File: config.mk
export PLATFORM = sky130hd
export DESIGN_NAME = pmrg_guard
export DESIGN_NICKNAME = d
export VERILOG_FILES = /design/src/pmrg_pkg.sv /design/src/pmrg_guard.sv /design/src/pmrg_limit_cmp.sv
export SDC_FILE = /design/constraint.sdc
export NUM_CORES = 1
export LEC_CHECK = 0
export ABC_CLOCK_PERIOD_IN_PS = 2000
export BUFFER_PORTS_ARGS = -buffer_cell sky130_fd_sc_hd__buf_2
export CAP_MARGIN = 20
export CORE_UTILIZATION = 41
export CTS_CLUSTER_SIZE = 12
export DETAILED_ROUTE_END_ITERATION = 6
export GPL_TIMING_DRIVEN = 0
export PLACE_DENSITY = 0.81
export SETUP_SLACK_MARGIN = 0.1
export SKIP_CTS_REPAIR_TIMING = 1
export SLEW_MARGIN = 30
export SYNTH_ARGS = -nofsm -noshare
export SYNTH_HDL_FRONTEND = slang
export SYNTH_SLANG_ARGS = --single-unit
File: constraint.sdc
create_clock -name clk -period 2 [get_ports clk]
set_clock_uncertainty 0.2 [all_clocks]
set_input_delay 0.2 -clock clk [delete_from_list [all_inputs] [get_ports clk]]
set_output_delay 0.2 -clock clk [all_outputs]
set_load 0.02 [all_outputs]
File: src/pmrg_pkg.sv
package pmrg_pkg;
    localparam logic [7:0]  PMRG_PSC_ADDR      = 8'h8F;
    localparam logic [7:0]  PMRG_PSC_RESET     = 8'h00;
    localparam int          PMRG_PSC_WE_BIT    = 0;
    localparam int          PMRG_PSC_PE_BIT    = 1;
    localparam logic [7:0]  PMRG_SEC_RESET     = 8'h00;
    localparam logic [7:0]  PMRG_LIMIT_LOW     = 8'h00;
    localparam logic [7:0]  PMRG_BLOCKED_DATA  = 8'h00;
    localparam int          PMRG_ADDR_W        = 16;
    localparam int          PMRG_PAGE_W        = 9;
    typedef enum logic [1:0] {
        PMRG_OP_NONE,
        PMRG_OP_PROGRAM,
        PMRG_OP_ERASE
    } pmrg_op_e;
endpackage : pmrg_pkg

File: src/pmrg_guard.sv
`timescale 1ns/100ps
// Overview of operation
// RQ1: A 16-bit read limit splits code space into upper and lower partitions.
// RQ2: Lower is below the limit; upper includes the limit and above.
// RQ3: Table reads from upper into lower return zero.
// RQ4: Fetches from upper may still execute lower-partition code.
// RQ5: Table reads from lower return true data anywhere.
// RQ6: Limit is the security byte in the high byte, zero low byte.
// RQ7: Software should place the limit on a 512-byte boundary.
// RQ8: Unprogrammed security byte is zero, so everything is readable.
// RQ9: Erase enable plus a data write erases the whole addressed page.
// RQ10: Erase happens only when write enable is also set.
// RQ11: Write enable plus a data write programs one byte.
// RQ12: Software erases a location before programming it.
// RQ13: Upper six control bits read zero and ignore writes.
// RQ14: The read instruction's own program counter selects its partition.
module pmrg_guard
    import pmrg_pkg::*;
(
    input  wire logic        clk,
    input  wire logic        reset,
    input  wire logic        clk_en,
    input  wire logic        sfr_wr,
    input  wire logic        sfr_rd,
    input  wire logic [7:0]  sfr_addr,
    input  wire logic [7:0]  sfr_wdata,
    output logic [7:0]       sfr_rdata,
    input  wire logic [7:0]  security_byte,
    input  wire logic        table_rd,
    input  wire logic [15:0] table_pc,
    input  wire logic [15:0] table_addr,
    input  wire logic [7:0]  mem_rdata,
    output logic [7:0]       table_rdata,
    output logic             table_valid,
    input  wire logic        fetch,
    input  wire logic [15:0] fetch_addr,
    output logic             fetch_ok,
    input  wire logic        dsm_wr,
    input  wire logic [15:0] dsm_addr,
    input  wire logic [7:0]  dsm_wdata,
    output logic             mem_prog,
    output logic             mem_erase,
    output logic [15:0]      mem_addr,
    output logic [7:0]       mem_wdata,
    output logic [15:0]      read_limit_ff
);
    logic [1:0]  ctl_ff;
    logic [7:0]  sfr_rdata_ff;
    logic [7:0]  table_rdata_ff;
    logic        table_valid_ff;
    logic        fetch_ok_ff;
    logic        prog_ff;
    logic        erase_ff;
    logic [15:0] mem_addr_ff;
    logic [7:0]  mem_wdata_ff;
    logic [15:0] limit_ff;

    // Both partitions are judged against the same live security byte.
    wire         pc_upper; // RQ2
    wire         src_upper;
    wire [15:0]  limit_pc;
    wire         psc_hit   = (sfr_addr == PMRG_PSC_ADDR);
    wire         we_on     = ctl_ff[PMRG_PSC_WE_BIT];
    wire         pe_on     = ctl_ff[PMRG_PSC_PE_BIT];
    wire         blocked   = pc_upper && !src_upper; // RQ3 RQ5
    wire [7:0]   nxt_trd   = blocked ? PMRG_BLOCKED_DATA : mem_rdata; // RQ3
    wire [1:0]   nxt_ctl   = sfr_wdata[1:0]; // RQ13
    wire [7:0]   nxt_rdata = (sfr_rd && psc_hit) ? {6'h00, ctl_ff} : 8'h00;
    wire         do_erase  = dsm_wr && we_on && pe_on; // RQ9 RQ10
    wire         do_prog   = dsm_wr && we_on && !pe_on; // RQ11
    wire [6:0]   dsm_page  = dsm_addr[15:PMRG_PAGE_W];
    wire [15:0]  page_base = {dsm_page, {PMRG_PAGE_W{1'b0}}};
    wire [15:0]  nxt_maddr = do_erase ? page_base : dsm_addr; // RQ9

    // The security byte is assumed reset to zero by its owner when blank.
    pmrg_limit_cmp u_pc_cmp (
        .addr               (table_pc),           // RQ14
        .security_byte      (security_byte),
        .in_upper           (pc_upper),
        .read_limit_address (limit_pc)
    );
    pmrg_limit_cmp u_src_cmp (
        .addr               (table_addr),         // RQ2
        .security_byte      (security_byte),
        .in_upper           (src_upper),
        .read_limit_address ()
    );

    always_ff @(posedge clk or posedge reset) begin
        if (reset) begin
            ctl_ff         <= PMRG_PSC_RESET[1:0];
            sfr_rdata_ff   <= 8'h00;
            table_rdata_ff <= 8'h00;
            table_valid_ff <= 1'b0;
            fetch_ok_ff    <= 1'b0;
            limit_ff       <= 16'h0000; // RQ8
        end else if (clk_en) begin
            if (sfr_wr && psc_hit)
                ctl_ff <= nxt_ctl;
            sfr_rdata_ff   <= nxt_rdata;
            table_rdata_ff <= table_rd ? nxt_trd : table_rdata_ff;
            table_valid_ff <= table_rd;
            fetch_ok_ff    <= fetch; // RQ4
            limit_ff       <= limit_pc; // RQ1
        end
    end

    // Erase takes precedence over program: the data byte is then don't care.
    always_ff @(posedge clk or posedge reset) begin
        if (reset) begin
            prog_ff      <= 1'b0;
            erase_ff     <= 1'b0;
            mem_addr_ff  <= 16'h0000;
            mem_wdata_ff <= 8'h00;
        end else if (clk_en) begin
            prog_ff      <= do_prog;
            erase_ff     <= do_erase;
            if (dsm_wr) begin
                mem_addr_ff  <= nxt_maddr;
                mem_wdata_ff <= dsm_wdata;
            end
        end
    end

    assign sfr_rdata     = sfr_rdata_ff;
    assign table_rdata   = table_rdata_ff;
    assign table_valid   = table_valid_ff;
    assign fetch_ok      = fetch_ok_ff;
    assign mem_prog      = prog_ff;
    assign mem_erase     = erase_ff;
    assign mem_addr      = mem_addr_ff;
    assign mem_wdata     = mem_wdata_ff;
    assign read_limit_ff = limit_ff;

    wire unused_fetch = ^fetch_addr;
endmodule : pmrg_guard

File: src/pmrg_limit_cmp.sv
`timescale 1ns/100ps
module pmrg_limit_cmp
    import pmrg_pkg::*;
(
    input  wire logic [15:0] addr,
    input  wire logic [7:0]  security_byte,
    output logic             in_upper,
    output logic [15:0]      read_limit_address
);
    assign read_limit_address = {security_byte, PMRG_LIMIT_LOW}; // RQ6
    assign in_upper           = (addr >= read_limit_address);   // RQ2
endmodule : pmrg_limit_cmp

==> results of run 1 <==
report_power, final:
| group | total, mW | internal [mW] | switching, mW | leakage (nW) |
|---|---|---|---|---|
| combinational | 0.724 | 0.336 | 0.387 | 1.30 |
| clock | 0.609 | 0.255 | 0.353 | 0.0452 |
| sequential | 1.14 | 1.08 | 0.0620 | 0.589 |
| total | 2.48 | 1.67 | 0.803 | 1.94 |
per-stage QoR:
step	total power [mW]	hold slack (ns)	setup slack, ns	utilization
final	2.48	0.0391	0.247	0.676
after global routing	2.61	0.0432	0.125	0.676
after CTS	2.41	-0.221	0.170	0.591
after detailed placement	1.80	0.117	-0.164	0.574
after global placement	1.78	0.217	-0.146	0.574
after floorplan	1.54	0.133	0.187	-
cell usage after synthesis, drive strengths merged (4+ instances only):
library cell | instances | share of area
mux2 | 26 | 0.12
a22o | 9 | 0.033
a21oi | 11 | 0.023
o21ai | 6 | 0.013
buf | 15 | 0.047
nor2 | 4 | 0.0064
nand3 | 10 | 0.021
dfrtp | 48 | 0.51
clkbuf | 5 | 0.0080
ha | 16 | 0.085
nand2 | 14 | 0.022
inv | 13 | 0.021
registers in the layout, summed over array words and instances (netlist names):
name,cells
ctl_ff,2
table_rdata,8
sfr_rdata,2
fetch_ok,1
read_limit_ff,8
mem_wdata,8
mem_prog,1
table_valid,1
mem_addr,16
mem_erase,1
worst register-to-register path, cell delays in order (launching register included):
cell and delay [ns]:
dfrtp_1 0.45, a21oi_1 0.61, a22o_1 0.23
layout make-up:
type | instances | area [um2] | share of cell area
multi-input combinational | 133 | 1020 | 0.275
buffer | 20 | 129 | 0.0346
clock buffer | 5 | 68.8 | 0.0185
inverter | 13 | 51.3 | 0.0138
sequential | 48 | 1200 | 0.323
tap | 72 | 90.1 | 0.0242
clock inverter | 3 | 25.0 | 0.00672
timing repair buffer | 180 | 1130 | 0.305
cell families after synthesis:
| logic type | synth area share |
|---|---|
| DFF | 0.510 |
| other | 0.00159 |
| buffers and inverters | 0.0755 |
| AOI/OAI and AO/OA | 0.106 |
| and+or+nand+nor | 0.0973 |
| muxes | 0.124 |
| adders and majority gates | 0.0851 |
final timing paths:
| kind | to | slack [ns] | cells after the start |
|---|---|---|---|
| worst min-delay path | table_rdata[7] | 0.04 | 3 |
| worst max-delay path | table_rdata[0] | 0.25 | 9 |
| worst min register to register | mem_addr[4] | 0.31 | 1 |
| min in group asynchronous | mem_addr[10] | 0.31 | 3 |
| worst max register to register | mem_addr[3] | 0.44 | 2 |
| max in group asynchronous | mem_addr[4] | 0.90 | 3 |
routing by layer:
metal | wire (um) | global-route usage | vias up | part of all wire
li1 | - | - | 1088 | -
met1 | 2540 | 0.214 | 1070 | 0.38
met2 | 3530 | 0.346 | 126 | 0.52
met3 | 574 | 0.0529 | 8 | 0.085
met4 | 82 | 0.0679 | 0 | 0.012
met5 | 0 | 0 | - | 0
==> run metrics, run 1 <==
status=finished clean; most frequent cells in the layout=buf_2, dfrtp_1, dlygate4sd3_1, mux2_2, ha_1; Antenna Cells=0; Pins Over Slew Limit=0; # setup viols final=0; Post-Syn Area per Cell=approximately 12 um2; CTS Buf Count=5; FF-to-FF Start=ctl_ff[1]; max cap viols=0; static leakage=a little under 2 nW; Clock Latency Late Sink=around 0.3 ns; fin crit share=0.876; die width=~78 um; DRT antenna net count=0; most common cell after layout, fill and taps aside=buf_2; largest net degree at the start of global routing=between 40 and 50; routed via count=between 2000 and 2500; Total Routing Usage GR=0.191; HP Start=table_rd; area grow syn2layout=58.2%; CTS clk-pin slew, worst paths=0.09 ns; Power Density=665 mW/mm2; RSZ-0062 raised after global routing=false; core footprint=around 0.0055 mm2; crit end category=register; CP Class=primary input to register; Mapped Cells=around 200; drt initial violations=71; VDD IR max=0.558 mV; CP startpoint=security_byte[5]; crit-path cells=buf_2, inv_1, ha_1, nand4_1, nor4_2, nor3_1, a221oi_4, buf_4, a21oi_1; EDFF count, synth=0; clock buffer depth=2; vias per cell=~4.8; DIE AREA=a little over 0.006 mm2; clock sink count=48; Yosys warning total=0; Netlist cell types=28; CP max-delay cell=nor4_2; Worst-Margin Slew=0.716 ns; Avg WL per Cell=approximately 14 um; sequential area share after synthesis=0.510; global route overflow=0; initial antenna violation count=0; Starting Density=0.427; CP max stage delay=~0.31 ns; first-pass GRT wire length=between 9000 and 10000 um; placed cells=419; Filler Cell Count=414; Root Driver=clkbuf_8; Cell Count, Final, Fillers Out=roughly 470; final RePlAce weighted congestion=about 0.76; # port buffers=133; Startpoint Class=primary input; Worst EP required=just under 2 ns; ys async rst share=1.00; fin area=0.00372 mm2; Post-DP Area=between 0.003 and 0.004 mm2; CTS tree=built; WP buf/inv=3; H-tree level count=2; Top FF cell, synth=dfrtp_1; DR pass1 iterations=4; fmax=571 MHz; Die Ht=a little under 80 um; hpwl dp=4380 um; Mapped Area=0.00235 mm2; nets@finish=between 500 and 600; vias in the first global route=around 2100; class of the worst hold path=primary input to register; CP Max Fanout=8; drt total wl=6720 um; Synth Register Bits=48; share of layout cells above drive strength 1=0.463; num ports=about 170; min Tclk post-route=~1.8 ns; TNS Setup=0 ns; Arr. time, crit path=approximately 1.7 ns; final hold vios=0; DRC=0; Slew HR=0.523; Rows=27; cell family with most CP delay=simple AND/OR/NAND/NOR gates
Note: power is estimated with default switching activity, not from simulation.
==> inputs of run 2 (changes only) <==
--- a/config.mk
+++ b/config.mk
@@ -5,14 +5,14 @@
 export SDC_FILE = /design/constraint.sdc
 export NUM_CORES = 1
 export LEC_CHECK = 0
-export ABC_CLOCK_PERIOD_IN_PS = 2000
+export ABC_CLOCK_PERIOD_IN_PS = 1980
 export BUFFER_PORTS_ARGS = -buffer_cell sky130_fd_sc_hd__buf_2
 export CAP_MARGIN = 20
 export CORE_UTILIZATION = 41
 export CTS_CLUSTER_SIZE = 12
 export DETAILED_ROUTE_END_ITERATION = 6
 export GPL_TIMING_DRIVEN = 0
-export PLACE_DENSITY = 0.81
+export PLACE_DENSITY = 0.79
 export SETUP_SLACK_MARGIN = 0.1
 export SKIP_CTS_REPAIR_TIMING = 1
 export SLEW_MARGIN = 30
==> constraint.sdc (replaced) <==
create_clock -name clk -period 1.98 [get_ports clk]
set_clock_uncertainty 0.2 [all_clocks]
set_input_delay 0.198 -clock clk [delete_from_list [all_inputs] [get_ports clk]]
set_output_delay 0.198 -clock clk [all_outputs]
set_load 0.02 [all_outputs]
==> run metrics, run 2 (synthesis results as in run 1) <==
status=finished clean (unchanged); fin crit share=0.874; DIE AREA=0.00605 mm2 (unchanged); HP Start=security_byte[0] (was table_rd); vias in the first global route=2046 (was 2119); core footprint=0.00551 mm2 (unchanged); largest net degree at the start of global routing=49 (unchanged); initial antenna violation count=0 (unchanged); num ports=172 (unchanged); Seq pwr share=0.461 (was 0.462); Gate power share=0.292 (about the same); Clk network pwr share=0.247 (was 0.246); final hold vios=0 (unchanged); Root Driver=clkbuf_8 (unchanged); Hold WS=0.00343 ns (was 0.0391 ns); DRT antenna net count=0 (unchanged); Total Routing Usage GR=0.185 (was 0.191); TNS Setup=0 ns (unchanged); Starting Density=0.427 (unchanged); CP startpoint=security_byte[5] (unchanged); crit end category=register (unchanged); Worst-Margin Slew=0.686 ns (was 0.716 ns); fmax=a little under 600 MHz; FF-to-FF Start=ctl_ff[1] (unchanged); Worst EP required=1.96 ns (was 1.99 ns); max cap viols=0 (unchanged); CTS Buf Count=5 (unchanged); H-tree level count=2 (unchanged); min Tclk post-route=about 1.7 ns; vias per cell=4.88 (was 4.84); Rows=27 (unchanged); Cell Count, Final, Fillers Out=472 (was 474); final RePlAce weighted congestion=0.817 (was 0.764); routed via count=2303 (was 2292); hpwl dp=4430 um (was 4380 um); Post-DP Area=0.00316 mm2 (unchanged); clock sink count=48 (unchanged); static leakage=1.94 nW (about the same); Power Density=674 mW/mm2 (was 665 mW/mm2); placed cells=419 (unchanged); share of layout cells above drive strength 1=0.463 (about the same); first-pass GRT wire length=8700 um (was 9080 um); Die Ht=77.8 um (unchanged); clock buffer depth=2 (unchanged); Filler Cell Count=433 (was 414); CTS tree=built (unchanged); nets@finish=528 (was 529); DR pass1 iterations=4 (unchanged); Arr. time, crit path=1.72 ns (was 1.74 ns); max reg flops=16 (unchanged); Avg WL per Cell=14.5 um (was 14.2 um); CTS clk-pin slew, worst paths=0.08 ns (was 0.09 ns); class of the worst hold path=primary input to register (unchanged); most frequent cells in the layout=buf_2, dfrtp_1, dlygate4sd3_1, mux2_2, ha_1 (unchanged); Pins Over Slew Limit=0 (unchanged); global route overflow=0 (unchanged); # setup viols final=0 (unchanged); area grow syn2layout=57.8% (was 58.2%); fin area=0.00371 mm2 (was 0.00372 mm2); DRC=0 (unchanged); CP max-delay cell=or3_1 (was nor4_2); Clock Latency Late Sink=0.30 ns (about the same); drt initial violations=55 (was 71); P_int=1.74 mW (was 1.67 mW); CP Class=primary input to register (unchanged); VDD IR max=0.546 mV (was 0.558 mV); most common cell after layout, fill and taps aside=buf_2 (unchanged); most used cell, CP=a21oi_1; Startpoint Class=primary input (unchanged); Psw=0.761 mW (was 0.803 mW); crit-path cells=buf_2, inv_1, ha_1, a21oi_1, o21ai_0, or3_1, a221oi_4, buf_4, a21oi_1 (was buf_2, inv_1, ha_1, nand4_1, nor4_2, nor3_1, a221oi_4, buf_4, a21oi_1); RSZ-0062 raised after global routing=false (unchanged); Antenna Cells=0 (unchanged); Slew HR=0.543 (was 0.523); CP Max Fanout=8 (unchanged); CP max stage delay=0.35 ns (was 0.31 ns); drt total wl=6850 um (was 6720 um); die width=77.8 um (unchanged); # port buffers=133 (unchanged); Switching Share=0.304 (was 0.324)
## run 2: metal layers
layer | vias up | GRT usage | wire length [um]
met1 | 1087 | 0.203 | 2560
met5 | - | 0 | 0
li1 | 1089 | - | -
met3 | 12 | 0.0529 | 613
met2 | 115 | 0.333 | 3550
met4 | 0 | 0.0755 | 118
## run 2: critical path, delay by kind of cell
family | cells | cell delay (ns)
AOI/OAI and AO/OA | 4 | 0.51
and+or+nand+nor | 1 | 0.35
buffers and inverters | 3 | 0.35
adders and majority gates | 1 | 0.31
## run 2: path summary, 6_finish.rpt
check | depth (start not counted) | endpoint | slack, ns
max | 9 | table_rdata[0] | 0.25
min | 2 | read_limit_ff[8] | 0.003
max reg2reg | 2 | mem_addr[1] | 0.46
min reg2reg | 1 | mem_addr[11] | 0.31
max in group asynchronous | 3 | read_limit_ff[12] | 0.87
min in group asynchronous | 3 | mem_addr[10] | 0.32
## run 2: cell type report
| type | instances | area, um2 | area share |
|---|---|---|---|
| buffer | 20 | 129 | 0.0347 |
| tap | 72 | 90.1 | 0.0243 |
| inverter | 13 | 51.3 | 0.0138 |
| sequential | 48 | 1200 | 0.323 |
| timing repair buffer | 179 | 1120 | 0.302 |
| clock buffer | 7 | 96.3 | 0.0259 |
| multi-input combinational | 133 | 1020 | 0.276 |
## run 2: metrics by stage
stage	util	total power, mW	setup WS [ns]
final	0.675	2.50	0.249
after global routing	0.675	2.63	0.136
after CTS	0.591	2.44	0.169
after detailed placement	0.574	1.82	-0.151
after global placement	0.574	1.79	-0.174
after floorplan	-	1.56	0.169
## run 2: power by group through the flow
stage | registers (mW) | logic [mW] | clock network [mW]
2_1_floorplan | 1.31 | 0.252 | 0
3_3_place_gp | 1.16 | 0.633 | 0
3_5_place_dp | 1.17 | 0.651 | 0
4_1_cts | 1.15 | 0.652 | 0.635
5_1_grt | 1.17 | 0.788 | 0.674
6_report | 1.15 | 0.730 | 0.619
==> inputs of run 3 (changes only) <==
--- a/config.mk
+++ b/config.mk
@@ -13,6 +13,7 @@
 export DETAILED_ROUTE_END_ITERATION = 6
 export GPL_TIMING_DRIVEN = 0
 export PLACE_DENSITY = 0.79
+export RECOVER_POWER = 100
 export SETUP_SLACK_MARGIN = 0.1
 export SKIP_CTS_REPAIR_TIMING = 1
 export SLEW_MARGIN = 30
==> run metrics, run 3 (synthesis results as in run 1) <==
Die Ht=77.8 um (unchanged); CTS clk-pin slew, worst paths=0.08 ns (about the same); Pins Over Slew Limit=0 (unchanged); Startpoint Class=primary input (unchanged); clock sink count=48 (unchanged); register area=0.00120 mm2 (unchanged); min Tclk post-route=1.76 ns (was 1.73 ns); # port buffers=133 (unchanged); share of layout cells above drive strength 1=0.343 (was 0.463); Power Density=678 mW/mm2 (was 674 mW/mm2); Cell Count, Final, Fillers Out=472 (unchanged); FF-to-FF Start=ctl_ff[1] (unchanged); placed cells=419 (unchanged); num ports=172 (unchanged); crit end category=register (unchanged); drt initial violations=83 (was 55); WP buf/inv=3 (unchanged); DRT antenna net count=0 (unchanged); area grow syn2layout=55.0% (was 57.8%); status=finished clean (unchanged); final RePlAce weighted congestion=0.817 (unchanged); routed via count=2289 (was 2303); class of the worst hold path=primary input to register (unchanged); worst r2r path cells=2 (unchanged); Slew HR=0.349 (was 0.543); worst reg-to-reg setup slack=0.46 ns (about the same); initial antenna violation count=0 (unchanged); most common cell after layout, fill and taps aside=buf_2 (unchanged); Worst-Margin Slew=0.976 ns (was 0.686 ns); RSZ-0062 raised after global routing=false (unchanged); vias in the first global route=2046 (unchanged); Arr. time, crit path=1.74 ns (was 1.72 ns); Hold Path Depth=2 (unchanged); cell family with most CP delay=simple AND/OR/NAND/NOR gates (was compound AO/OA/AOI/OAI gates); CP Class=primary input to register (unchanged); HP Start=security_byte[0] (unchanged); DRC=0 (unchanged); first-pass GRT wire length=8700 um (unchanged); fin area=0.00365 mm2 (was 0.00371 mm2); CP Max Fanout=8 (unchanged); Filler Cell Count=463 (was 433); final hold vios=0 (unchanged); Antenna Cells=0 (unchanged); Rows=27 (unchanged); Worst EP required=1.96 ns (about the same); fmax=568 MHz (was 578 MHz); Clock Latency Late Sink=0.30 ns (about the same); Starting Density=0.427 (unchanged); most frequent cells in the layout=buf_2, clkbuf_1, dfrtp_1, dlygate4sd3_1, mux2_2 (was buf_2, dfrtp_1, dlygate4sd3_1, mux2_2, ha_1); pre-CTS WS=-0.151 ns (unchanged); R2R Path End=mem_addr[1] (unchanged); core footprint=0.00551 mm2 (unchanged); final worst setup slack=0.219 ns (was 0.249 ns); fin crit share=0.889 (was 0.874); DIE AREA=0.00605 mm2 (unchanged); # setup viols final=0 (unchanged); CP max-delay cell=nor4_1 (was or3_1); vias per cell=4.85 (was 4.88); H-tree level count=2 (unchanged); Post-DP Area=0.00316 mm2 (unchanged); Total Routing Usage GR=0.185 (unchanged); VDD IR max=0.548 mV (was 0.546 mV); max reg flops=16 (unchanged); DR pass1 iterations=4 (unchanged); CP max stage delay=0.32 ns (was 0.35 ns); Root Driver=clkbuf_8 (unchanged); static leakage=1.79 nW (was 1.94 nW); clock buffer depth=2 (unchanged); Avg WL per Cell=14.5 um (about the same); crit-path cells=buf_2, inv_1, ha_1, nand4_1, nor4_1, nor3_1, a221oi_4, buf_4, a21oi_1 (was buf_2, inv_1, ha_1, a21oi_1, o21ai_0, or3_1, a221oi_4, buf_4, a21oi_1); global route overflow=0 (unchanged); area used by multi-input combinational logic=0.00102 mm2 (about the same); nets@finish=528 (unchanged); largest net degree at the start of global routing=49 (unchanged); die width=77.8 um (unchanged); drt total wl=6840 um (was 6850 um); CP startpoint=security_byte[5] (unchanged); max cap viols=0 (unchanged); CTS tree=built (unchanged); hpwl dp=4430 um (unchanged); CTS Buf Count=5 (unchanged); Hold EP=read_limit_ff[8] (unchanged)
==> run 3: cell count changes in the layout (fill, tap and decap cells not counted) <==
cell	change
inv_2	+1
nor4_2	-1
nor4_1	+1
inv_4	-1
clkbuf_1	+47
buf_2	-47
==> run 3: worst max path at each step <==
stage | to | slack [ns] | cells past startpoint
4_1_cts | table_rdata[0] | 0.17 | 8
3_3_place_gp | read_limit_ff[9] | -0.17 | 2
3_5_place_dp | table_rdata[0] | -0.15 | 8
2_1_floorplan | table_rdata[0] | 0.17 | 5
5_1_grt | table_rdata[0] | 0.10 | 9
6_report | table_rdata[0] | 0.22 | 9
==> run 3: routing by layer <==
metal,GRT usage,part of all wire
met5,0,0
met4,0.0755,0.018
met3,0.0529,0.090
met2,0.333,0.52
met1,0.203,0.37
==> run 3: through the flow <==
step / util / total power, mW / hold WS [ns] / TNS, ns
2_1_floorplan: - / 1.56 / 0.131 / 0
3_3_place_gp: 0.574 / 1.79 / 0.215 / -9.37
3_5_place_dp: 0.574 / 1.82 / 0.115 / -1.04
4_1_cts: 0.591 / 2.44 / -0.207 / 0
5_1_grt: 0.662 / 2.60 / 0.00186 / 0
6_report: 0.662 / 2.47 / 0.00433 / 0
==> run 3: layout make-up <==
cell class / instances / area share
sequential: 48 / 0.329
timing repair buffer: 179 / 0.292
multi-input combinational: 133 / 0.279
buffer: 20 / 0.0353
tap: 72 / 0.0247
clock buffer: 7 / 0.0264
inverter: 13 / 0.0134
==> run 3: power breakdown <==
| group | internal, mW | total [mW] | switching [mW] |
|---|---|---|---|
| combinational | 0.306 | 0.697 | 0.391 |
| sequential | 1.09 | 1.16 | 0.0645 |
| clock | 0.311 | 0.620 | 0.308 |
| total | 1.71 | 2.47 | 0.764 |
